`src/hdl/ppfs_pkg.sv`:
```
// Purpose: constants for the port pin function select block
// Assumes: byte-wide register port, one clock
// Notes: offsets are the full addresses of the register space
package ppfs_pkg;
  localparam int ADDR_W = 20;
  // register offsets
  localparam logic [19:0] P7_ADSEL_OFF = 20'hF0067;
  localparam logic [19:0] P13_DATA_OFF = 20'hFFF0D;
  localparam logic [19:0] P7_DIR_OFF = 20'hF0027;
  localparam logic [19:0] P8_CTRL_OFF = 20'hF0028;
  localparam logic [19:0] ADC_CHAN_OFF = 20'hF0029;
  localparam logic [19:0] P80_STAT_OFF = 20'hF002A;
  localparam logic [19:0] P7_STAT_OFF = 20'hF002B;
  // reset values
  localparam logic [7:0] P7_ADSEL_RST = 8'hFF;
  localparam logic [7:0] P7_DIR_RST = 8'hFF;
  localparam logic [7:0] P8_CTRL_RST = 8'h03;
  localparam logic [7:0] ADC_CHAN_RST = 8'h00;
  localparam logic [7:0] P13_DATA_RST = 8'h00;
  // field positions in the port 8 control register
  localparam int P8C_DIR_BIT = 0;
  localparam int P8C_ANALOG_DIGITAL_PORT_CFG_BIT = 1;
  localparam int P8C_DAC_RUN_BIT = 2;
  localparam int P8C_DAC_OE_BIT = 3;
  // adc channel number of the shared pin
  localparam logic [7:0] ADC_CHAN_P80 = 8'h02;
  // number of port 7 pins present
  localparam int P7_PINS = 5;
  // pin role codes
  typedef enum logic [2:0] {
    PPFS_ROLE_SAFE = 3'h0,
    PPFS_ROLE_DIN = 3'h1,
    PPFS_ROLE_DOUT = 3'h2,
    PPFS_ROLE_AIN = 3'h3,
    PPFS_ROLE_AIN_CONV = 3'h4,
    PPFS_ROLE_DAC_OUT = 3'h5
  } ppfs_role_t;
endpackage

```
`src/hdl/ppfs_top.sv`:
```
// Purpose: pin function selection for port 7, the shared port 8 pin and port 13 data
// Assumes: byte register port, read data one cycle after the read strobe
// Notes: pin output enables are active low
//
// Notes on behaviour
// - digital mode plus input: pin reads digitally
// - digital mode plus output: pin drives data
// - analog mode plus input: pin feeds adc
// - analog, input, dac disabled, selected: adc input
// - port 13 bit 0 resets from option byte
//
// register map
// port 7 analog select: bit n high puts pin n in analog mode
// port 7 direction: bit n high makes pin n an input
// port 8 control: bit 0 direction, bit 1 analog, bit 2 dac run, bit 3 dac output enable
// adc channel choice: the shared pin is converted when the channel matches it
// port 8 status: bit 7 synchronised pin level, bits 2:0 decoded role
// port 7 status: bits 4:0 synchronised levels of pins in digital input mode
// port 13 data: bits 4:0 also serve as the port 7 output data
//
// trade-offs
// the option level lands in port 13 bit 0 one cycle after reset; a write then wins
// prohibited settings decode to the safe role: no driver and no converter path
// pin levels pass two flip-flops, so status reads lag the pins by two cycles
`timescale 1ns/1ps
`default_nettype none
module ppfs_top (
  // clock and reset
  input wire logic mclk_i,
  input wire logic rst_n_i,
  // option byte level for port 13 bit 0
  input wire logic port13_bit0_opt_i,
  // register port
  input wire logic [19:0] addr_i,
  input wire logic [7:0] wdata_i,
  input wire logic wr_i,
  input wire logic rd_i,
  output logic [7:0] rdata_o,
  // port 7 pins
  input wire logic [4:0] p7_pin_i,
  output logic [4:0] p7_pin_o,
  output logic [4:0] p7_pin_oe_n_o,
  output logic [4:0] p7_adc_in_en_o,
  // shared port 8 pin
  input wire logic p80_pin_i,
  output logic p80_pin_o,
  output logic p80_pin_oe_n_o,
  output logic p80_dac_out_en_o,
  output logic p80_adc_conv_en_o,
  output logic p80_digital_in_o,
  // port 13 data
  output logic [7:0] port13_data_o
);
  // ---------------------------------------------------------------
  // registers
  // ---------------------------------------------------------------
  logic [7:0] adsel_reg;
  logic [7:0] adsel_next;
  logic [7:0] dir_reg;
  logic [7:0] dir_next;
  logic [7:0] p8c_reg;
  logic [7:0] p8c_next;
  logic [7:0] chan_reg;
  logic [7:0] chan_next;
  logic [7:0] p13_reg;
  logic [7:0] p13_next;
  // no port 8 data register exists, so a digital output on the shared pin drives low
  logic [7:0] out7_reg;
  logic [7:0] out7_next;
  logic [7:0] rdata_reg;
  logic [7:0] rdata_next;
  logic opt_cap_reg;
  logic opt_cap_next;
  logic [4:0] p7_s1_reg;
  logic [4:0] p7_s2_reg;
  logic p80_s1_reg;
  logic p80_s2_reg;
  ppfs_pkg::ppfs_role_t p80_role;
  // synchronised levels of port 7 pins in digital input mode
  logic [4:0] p7_din;

  // ---------------------------------------------------------------
  // register writes
  // ---------------------------------------------------------------
  always_comb begin
    adsel_next = adsel_reg;
    dir_next = dir_reg;
    p8c_next = p8c_reg;
    chan_next = chan_reg;
    p13_next = p13_reg;
    out7_next = out7_reg;
    // option level is caught in the first clocked cycle after reset release
    opt_cap_next = 1'b1;
    if (!opt_cap_reg) begin
      p13_next[0] = port13_bit0_opt_i;
    end
    if (wr_i) begin
      case (addr_i)
        ppfs_pkg::P7_ADSEL_OFF: adsel_next = wdata_i;
        ppfs_pkg::P7_DIR_OFF: dir_next = wdata_i;
        ppfs_pkg::P8_CTRL_OFF: p8c_next = {4'h0, wdata_i[3:0]};
        ppfs_pkg::ADC_CHAN_OFF: chan_next = wdata_i;
        ppfs_pkg::P13_DATA_OFF: p13_next = wdata_i;
        default: out7_next = out7_reg;
      endcase
    end
  end

  // read data is valid only in the cycle after the strobe
  always_comb begin
    rdata_next = 8'h00;
    if (rd_i) begin
      case (addr_i)
        ppfs_pkg::P7_ADSEL_OFF: rdata_next = adsel_reg;
        ppfs_pkg::P7_DIR_OFF: rdata_next = dir_reg;
        ppfs_pkg::P8_CTRL_OFF: rdata_next = p8c_reg;
        ppfs_pkg::ADC_CHAN_OFF: rdata_next = chan_reg;
        ppfs_pkg::P13_DATA_OFF: rdata_next = p13_reg;
        ppfs_pkg::P80_STAT_OFF: rdata_next = {p80_s2_reg, 4'h0, p80_role};
        ppfs_pkg::P7_STAT_OFF: rdata_next = {3'h0, p7_din};
        default: rdata_next = 8'h00;
      endcase
    end
  end

  always_ff @(posedge mclk_i) begin
    if (!rst_n_i) begin
      adsel_reg <= ppfs_pkg::P7_ADSEL_RST;
      dir_reg <= ppfs_pkg::P7_DIR_RST;
      p8c_reg <= ppfs_pkg::P8_CTRL_RST;
      chan_reg <= ppfs_pkg::ADC_CHAN_RST;
      p13_reg <= ppfs_pkg::P13_DATA_RST;
      out7_reg <= 8'h00;
      rdata_reg <= 8'h00;
      opt_cap_reg <= 1'b0;
    end else begin
      adsel_reg <= adsel_next;
      dir_reg <= dir_next;
      p8c_reg <= p8c_next;
      chan_reg <= chan_next;
      p13_reg <= p13_next;
      out7_reg <= out7_next;
      rdata_reg <= rdata_next;
      opt_cap_reg <= opt_cap_next;
    end
  end

  // ---------------------------------------------------------------
  // pin input synchronisers
  // ---------------------------------------------------------------
  always_ff @(posedge mclk_i) begin
    if (!rst_n_i) begin
      p7_s1_reg <= 5'h00;
      p7_s2_reg <= 5'h00;
      p80_s1_reg <= 1'b0;
      p80_s2_reg <= 1'b0;
    end else begin
      p7_s1_reg <= p7_pin_i;
      p7_s2_reg <= p7_s1_reg;
      p80_s1_reg <= p80_pin_i;
      // only the second stage is read by logic
      p80_s2_reg <= p80_s1_reg;
    end
  end

  // ---------------------------------------------------------------
  // port 7 per-pin function
  // ---------------------------------------------------------------
  // input-first allocation from the top bit is left to software
  for (genvar i = 0; i < ppfs_pkg::P7_PINS; i++) begin : g_p7
    always_comb begin
      p7_pin_o[i] = 1'b0;
      p7_pin_oe_n_o[i] = 1'b1;
      p7_adc_in_en_o[i] = 1'b0;
      p7_din[i] = 1'b0;
      if (!adsel_reg[i] && dir_reg[i]) begin
        p7_din[i] = p7_s2_reg[i];
      end else if (!adsel_reg[i] && !dir_reg[i]) begin
        p7_pin_o[i] = p13_reg[i];
        p7_pin_oe_n_o[i] = 1'b0;
      end else if (adsel_reg[i] && dir_reg[i]) begin
        p7_adc_in_en_o[i] = 1'b1;
      end
      // analog with output direction stays undriven
    end
  end

  // ---------------------------------------------------------------
  // shared port 8 pin
  // ---------------------------------------------------------------
  ppfs_p80_decode u_p80 (
    .analog_sel_i(p8c_reg[ppfs_pkg::P8C_ANALOG_DIGITAL_PORT_CFG_BIT]),
    .dir_in_i(p8c_reg[ppfs_pkg::P8C_DIR_BIT]),
    .dac_run_i(p8c_reg[ppfs_pkg::P8C_DAC_RUN_BIT]),
    .dac_oe_i(p8c_reg[ppfs_pkg::P8C_DAC_OE_BIT]),
    .adc_sel_pin_i(chan_reg == ppfs_pkg::ADC_CHAN_P80),
    .role_o(p80_role)
  );

  always_comb begin
    p80_pin_o = out7_reg[0];
    p80_pin_oe_n_o = (p80_role != ppfs_pkg::PPFS_ROLE_DOUT);
    p80_dac_out_en_o = (p80_role == ppfs_pkg::PPFS_ROLE_DAC_OUT);
    p80_adc_conv_en_o = (p80_role == ppfs_pkg::PPFS_ROLE_AIN_CONV);
    p80_digital_in_o = (p80_role == ppfs_pkg::PPFS_ROLE_DIN) & p80_s2_reg;
  end

  // ---------------------------------------------------------------
  // outputs
  // ---------------------------------------------------------------
  assign rdata_o = rdata_reg;
  assign port13_data_o = p13_reg;
endmodule
`default_nettype wire

```
`src/hdl/ppfs_p80_decode.sv`:
```
// Purpose: role decode of the shared digital / adc / dac pin
// Assumes: all inputs come from registers on the same clock, adc_sel_pin_i through a compare
// Notes: purely combinational
`timescale 1ns/1ps
`default_nettype none
module ppfs_p80_decode (
  // settings
  input wire logic analog_sel_i,
  input wire logic dir_in_i,
  input wire logic dac_run_i,
  input wire logic dac_oe_i,
  input wire logic adc_sel_pin_i,
  // decoded role
  output ppfs_pkg::ppfs_role_t role_o
);
  always_comb begin
    role_o = ppfs_pkg::PPFS_ROLE_SAFE;
    if (!analog_sel_i) begin
      // analog output enable in digital mode is refused outright
      if (!dac_oe_i) begin
        role_o = dir_in_i ? ppfs_pkg::PPFS_ROLE_DIN : ppfs_pkg::PPFS_ROLE_DOUT;
      end
    end else if (dir_in_i) begin
      if (dac_oe_i) begin
        if (dac_run_i && !adc_sel_pin_i) begin
          role_o = ppfs_pkg::PPFS_ROLE_DAC_OUT;
        end
      end else if (adc_sel_pin_i) begin
        role_o = ppfs_pkg::PPFS_ROLE_AIN_CONV;
      end else begin
        role_o = ppfs_pkg::PPFS_ROLE_AIN;
      end
    end
    // remaining combinations stay safe and non-driving
  end
endmodule
`default_nettype wire

```
`config.mk`:
```
export PLATFORM = sky130hd
export DESIGN_NAME = ppfs_top
export DESIGN_NICKNAME = d
export VERILOG_FILES = /design/src/hdl/ppfs_pkg.sv /design/src/hdl/ppfs_top.sv /design/src/hdl/ppfs_p80_decode.sv
export SDC_FILE = /design/constraint.sdc
export NUM_CORES = 1
export LEC_CHECK = 0
export ABC_CLOCK_PERIOD_IN_PS = 2450
export BUFFER_PORTS_ARGS = -buffer_cell sky130_fd_sc_hd__buf_4
export CORE_MARGIN = 5
export CORE_UTILIZATION = 35
export DETAILED_ROUTE_END_ITERATION = 8
export SYNTH_ARGS = -nofsm -noshare
export SYNTH_HDL_FRONTEND = slang
export SYNTH_SLANG_ARGS = --single-unit
```
`constraint.sdc`:
```
create_clock -name mclk_i -period 2.45 [get_ports mclk_i]
set_input_delay 0.1225 -clock mclk_i [delete_from_list [all_inputs] [get_ports mclk_i]]
set_output_delay 0.1225 -clock mclk_i [all_outputs]
set_load 0.01 [all_outputs]
```
# After elaboration in Yosys (flattened, before gate mapping)
# Index checks and enable logic that the tools add are counted.
[totals] ff_bits=57 wordCells=110 output_inout_bits=36
[op_classes] n_reduce_logical=33 mux=52 n_eq_ne=12 bitwise_logic=1
[op_table] cell="20-bit == test, second input constant" count=7
[op_table] cell="8-bit case mux with 7 select lines" count=1
[op_table] cell="1-bit 2-to-1 mux" count=44
[op_table] cell="3-bit 2-to-1 mux" count=6
[op_table] cell="1-bit logical AND" count=16
[op_table] cell="2-bit AND reduction" count=6
[op_table] cell="1-bit zero test" count=11
[op_table] cell="8-bit by 2-bit == test with 1-bit output, second input constant" count=1
[op_table] cell="3-bit == test, second input constant" count=2
[op_table] cell="3-bit by 1-bit == test with 1-bit output, second input constant" count=1
[op_table] cell="3-bit by 2-bit != test with 1-bit output, second input constant" count=1
[op_table] cell="2-bit 2-to-1 mux" count=1
[op_table] cell="1-bit bitwise AND" count=1

# Longest topological paths before layout
[logic_depth] word_depth=9 ltp_mapped=7

# Cells and area by module
# Synthesis repeated with hierarchy kept, for this count alone.
[hier_totals] cells_unflattened=278 area_unflattened_um2=2722.6
[modules_own_cells] module="ppfs_top" area_each_um2=2655.0 cells_per_inst=268 instances=1
[modules_own_cells] module="ppfs_p80_decode" area_each_um2=67.6 cells_per_inst=10 instances=1

# Least setup slack after synthesis
# Ideal clock, no wire load.
[synth_path] kind="in2reg" start="in addr_i[13]" end="reg adsel_reg[0]" path_buffers=2 required_time_ns=2.321 cell_stages=7 t_arrival_ns=1.693 slack_ns=0.628 setup_time_ns=0.129 cell_sequence="nor4b_1 -> nand4_1 -> buf_2 -> or4_4 -> buf_6 -> mux2i_1 -> nand2_1"
[synth_between] elab_chain_cells=2
[synth_rtl] element="start: declaration" line_no="ppfs_top.sv:34" rtl="input wire logic [19:0] addr_i,"
[synth_rtl] element="20-bit == test" line_no="ppfs_top.sv:98" rtl="case (addr_i)"
[synth_rtl] element="2-bit AND reduction (no line)"
[synth_rtl] element="end signal: assignment" line_no="ppfs_top.sv:128" rtl="adsel_reg <= ppfs_pkg::P7_ADSEL_RST;"
[synth_rtl] element="end signal: assignment" line_no="ppfs_top.sv:137" rtl="adsel_reg <= adsel_next;"
[synth_rtl] element="end: declaration" line_no="ppfs_top.sv:57" rtl="logic [7:0] adsel_reg;"
# No other way between the ends.
# A chain may end at the register's enable or synchronous reset.

# Final worst setup path
[layout_path] start="reg chan_reg[7]" end="out p80_adc_conv_en_o"
[layout_between] elab_chain_cells=8 elab_cells_between_ends=9 cone_classes="eq/ne (2); mux (5); reduce/logical (2)"
[layout_rtl] element="start: declaration" line_no="ppfs_top.sv:63" rtl="logic [7:0] chan_reg;"
[layout_rtl] element="start signal: assignment" line_no="ppfs_top.sv:131" rtl="chan_reg <= ppfs_pkg::ADC_CHAN_RST;"
[layout_rtl] element="start signal: assignment" line_no="ppfs_top.sv:140" rtl="chan_reg <= chan_next;"
[layout_rtl] element="8-bit by 2-bit == test with 1-bit output (*)" line_no="ppfs_top.sv:196" rtl=".adc_sel_pin_i(chan_reg == ppfs_pkg::ADC_CHAN_P80),"
[layout_rtl] element="1-bit zero test" line_no="ppfs_p80_decode.sv:25" rtl="if (dac_run_i && !adc_sel_pin_i) begin"
[layout_rtl] element="1-bit logical AND" line_no="ppfs_p80_decode.sv:25"
[layout_rtl] element="3-bit 2-to-1 mux" line_no="ppfs_p80_decode.sv:25"
[layout_rtl] element="3-bit 2-to-1 mux (*)" line_no="ppfs_p80_decode.sv:24" rtl="if (dac_oe_i) begin"
[layout_rtl] element="3-bit 2-to-1 mux (*)" line_no="ppfs_p80_decode.sv:23" rtl="end else if (dir_in_i) begin"
[layout_rtl] element="3-bit 2-to-1 mux (*)" line_no="ppfs_p80_decode.sv:18" rtl="if (!analog_sel_i) begin"
[layout_rtl] element="3-bit == test (*)" line_no="ppfs_top.sv:204" rtl="p80_adc_conv_en_o = (p80_role == ppfs_pkg::PPFS_ROLE_AIN_CONV);"
[layout_rtl] element="end: declaration" line_no="ppfs_top.sv:49" rtl="output logic p80_adc_conv_en_o,"
# Mark *: on every way between the ends. The rest lies on a longest branch, timed or not.

==> impl_results.md <==
* M1 WL at 3.683 mm
* Simple-gate share of the synthesized area at ~32%
* Hold Crit Endpoint: p7_s1_reg[0]$_SDFF_PN0_
* CTS Buf Count at 9
* Hold path cells at 2
* Critical path arrival at 1.83 ns
* Die Height at 98.64 um
* Yosys reg bits at 57
* Post-Syn Instances at 310
* Crit path kind: reg -> out
* IO buf count at 73
* Worst-path clk slew at 0.06 ns
* Total inserted antenna cells at 0
* Skew-Pair Late Insertion Delay at roughly 0.33 ns
* Syn Area/Cell at ~9 um^2
* Post-synth cell types at 51
* Fin nets at 427
* Crit path time final at 1.950 ns
* Fin. Hold Viols at 0
* Share of the synthesized area in the top cell type at between 40% and 50%
* Initial antenna violation count at 0
* # IOs at 75
* Startpoint types: flop
* HPWL Detailed at 5.933 mm
* Routed WL at between 8 and 9 mm
* Max_cap viols at 0
* Clock skew at 0.005486 ns
* Total Power at 1830 uW
* Synth-to-layout area growth at 31.07%
* Worst path slowest cell: nor4b_1
* FILL cells at 771
* Worst slew pin tran at 0.8422 ns
* Synth warn at 0
* Max transition margin at approximately 44%
* Die W at 98.64 um
* Crit-path max FO at 4
* VDD IR-drop max at 0.2783 mV
* Largest cells by area after synthesis: dfxtp_1, mux2i_1, nand2_1, nand3_1, and2_1
* Cell Chain, Critical Path: nor4b_1 > nand2_1 > nor3_1 > buf_4
* CTS tree: yes
* Clock root buffer master: clkbuf_8
* DRC violations left at 0
* Worst hold path class: in -> reg
* Sequential cell area at 0.001141 mm^2
* Most frequent cells in the layout: buf_4, dfxtp_1, nand2_1, mux2i_1, nand3_1
* Synth Area in XOR/XNOR at 0%
* Critical Path End Type: primary output
* CP delay by family, top: simple AND/OR/NAND/NOR gates
* Met2 wire length at 3.721 mm
* Adder-cell share of the synthesized area at 0%
* Initial Util at 35.77%
* Post-synth EDFFs at 0
* Pre-antenna DRT Iters at 5
* Worst reg2reg path depth at 5
* Crit path required time at 2.33 ns
* Leakage dissipation at 0.001360 uW
* Num rows at 32
* First DRT Iteration DRCs at 168
* RD Place Congestion at 0.8957
* Layout cells sized above 1 at 28.39%
* Leading area contributor after synthesis: dfxtp_1
* Outcome: finished clean
* Highest metal used: met4
* Main synth FF type: dfxtp_1
* Die area at 0.009730 mm^2
* Hold_sp: p7_pin_i[0]
* PostCTS Resize Cnt at 0
* Clock net sink count at 57
* Vias in the first global route at 2500
* Vias per cell at 5.268
* Final core occ at between 40 and 50%
* Crit path buf inv count at 1
* Total Neg Setup Slack at 0 ns
* Achievable frequency at between 500 and 600 MHz
* Mapped Nets at roughly 350
* Area of the multi-input gates at roughly 0.0015 mm^2
* Mux contribution to synthesized area at between 10 and 15%
* Total congestion overflow at 0
* Core Area at slightly below 0.008 mm^2
* CTS Buffer Depth at 2
* Async set-or-reset flop fraction in the synthesized netlist at 0%
* R2r setup slk at around 0.6 ns
* First-pass GRT wire length at 13.28 mm
* P per Cell Area at 507.7 mW/mm^2
* DR vias at 2597
* Met3 wire len at 627 um
* Final hold slack at about 0.016 ns
* Synth Area in Compound Gates at approximately 11%
* Period utilisation layout at 79.60%
* Mapped cell area at approximately 0.0028 mm^2
* Final setup vio count at 0
* RR Startpoint: chan_reg[7]$_SDFFE_PN0P_
* Register area share after synthesis at between 40% and 50%
* # H-tree levels at 3
* CP peak stage delay at 0.65 ns
* Wirelength per Cell at 16.75 um
* RSZ-0062 raised after global routing: false
* Reg2reg end: rdata_o[1]$_SDFF_PN0_
* Commonest non-fill, non-tap cell in the layout: buf_4
* Total track usage at approximately 17%
* Post-DRT Antenna Nets at 0
* Final Max Tran Viols at 0
* Largest net degree at the start of global routing at 51
* Setup Fix Bufs, Post-CTS at 0
* Largest family of logic cells by synthesized area: simple AND/OR/NAND/NOR gates
## Yosys cell counts, types with 2 or more instances
cell type  count
a32oi_1        2
a21oi_1        5
dfxtp_1       57
inv_1          9
nor4_1         6
nand2b_1       4
nor2_1        12
or4_4          2
mux2_2         5
a22oi_1        2
nor3_1         7
nor2b_1        4
and4b_1        2
nand2_1       52
mux2i_1       22
buf_6          2
or4_1          2
and2_1        17
nand3b_1       2
nand4_1        7
buf_2          3
clkbuf_1      13
a21boi_0      14
nand3_1       22
nor4_4         2
a222oi_1       2
a31oi_1        2
o21ai_0        3
or2_2          5
nor4b_1        2
## how the worst max path moves through the flow
stage                             startpoint                   endpoint  depth (start not counted)
global placement                   addr_i[6]      rdata_o[2]$_SDFF_PN0_                          6
finish              chan_reg[7]$_SDFFE_PN0P_          p80_adc_conv_en_o                          4
detailed placement                 addr_i[6]      rdata_o[2]$_SDFF_PN0_                          6
CTS                 chan_reg[7]$_SDFFE_PN0P_          p80_adc_conv_en_o                          4
global route        chan_reg[7]$_SDFFE_PN0P_          p80_adc_conv_en_o                          4
floorplan                         addr_i[13]  adsel_reg[0]$_SDFFE_PN1P_                          7
## area by class of cell
class	count	area share (%)
Timing Repair Buffer	86	18.26
Clock buffer	14	4.512
Tap cell	102	3.540
Multi-Input combinational cell	225	41.10
Inverter	9	0.9372
Sequential cell	57	31.66
## kinds of logic after synthesis
kind of cell           Yosys count
AOI/OAI and AO/OA               40
buffers and inverters           28
DFF                             57
muxes                           27
other                            1
and+or+nand+nor                157
## power breakdown
part / internal (uW) / total (uW) / switching (uW)
clock network: 412 / 749 / 337
logic: 69.0 / 139 / 70.0
registers: 938 / 942 / 3.70
## per-layer routing
layer	up-vias	track usage, %
li1	1250	-
met1	1206	22.82
met2	120	25.95
met3	21	5.166
met4	0	8.088
met5	-	0
## worst reg2reg max path, delay by kind of cell (launching register included)
family	cells	cell delay [ns]
flip-flops	1	0.32
AO/OA/AOI/OAI	3	0.57
AND/OR/NAND/NOR	2	0.81
## metrics by stage
stage | setup slack [ns] | instance area, um^2 | std cells
CTS | 0.5021 | 3605 | 493
global placement | 0.3133 | 3392 | 474
floorplan | 0.6278 | 2750 | 310
detailed placement | 0.2536 | 3392 | 474
finish | 0.4998 | 3605 | 493
global route | 0.3958 | 3605 | 493
## repair_timing
action                                  CTS  global route
endpoints found under the setup margin    0             0
hold endpoints to repair                  5             0
hold buffers                              5             0
No activity file was read; power rests on OpenSTA's default activity.
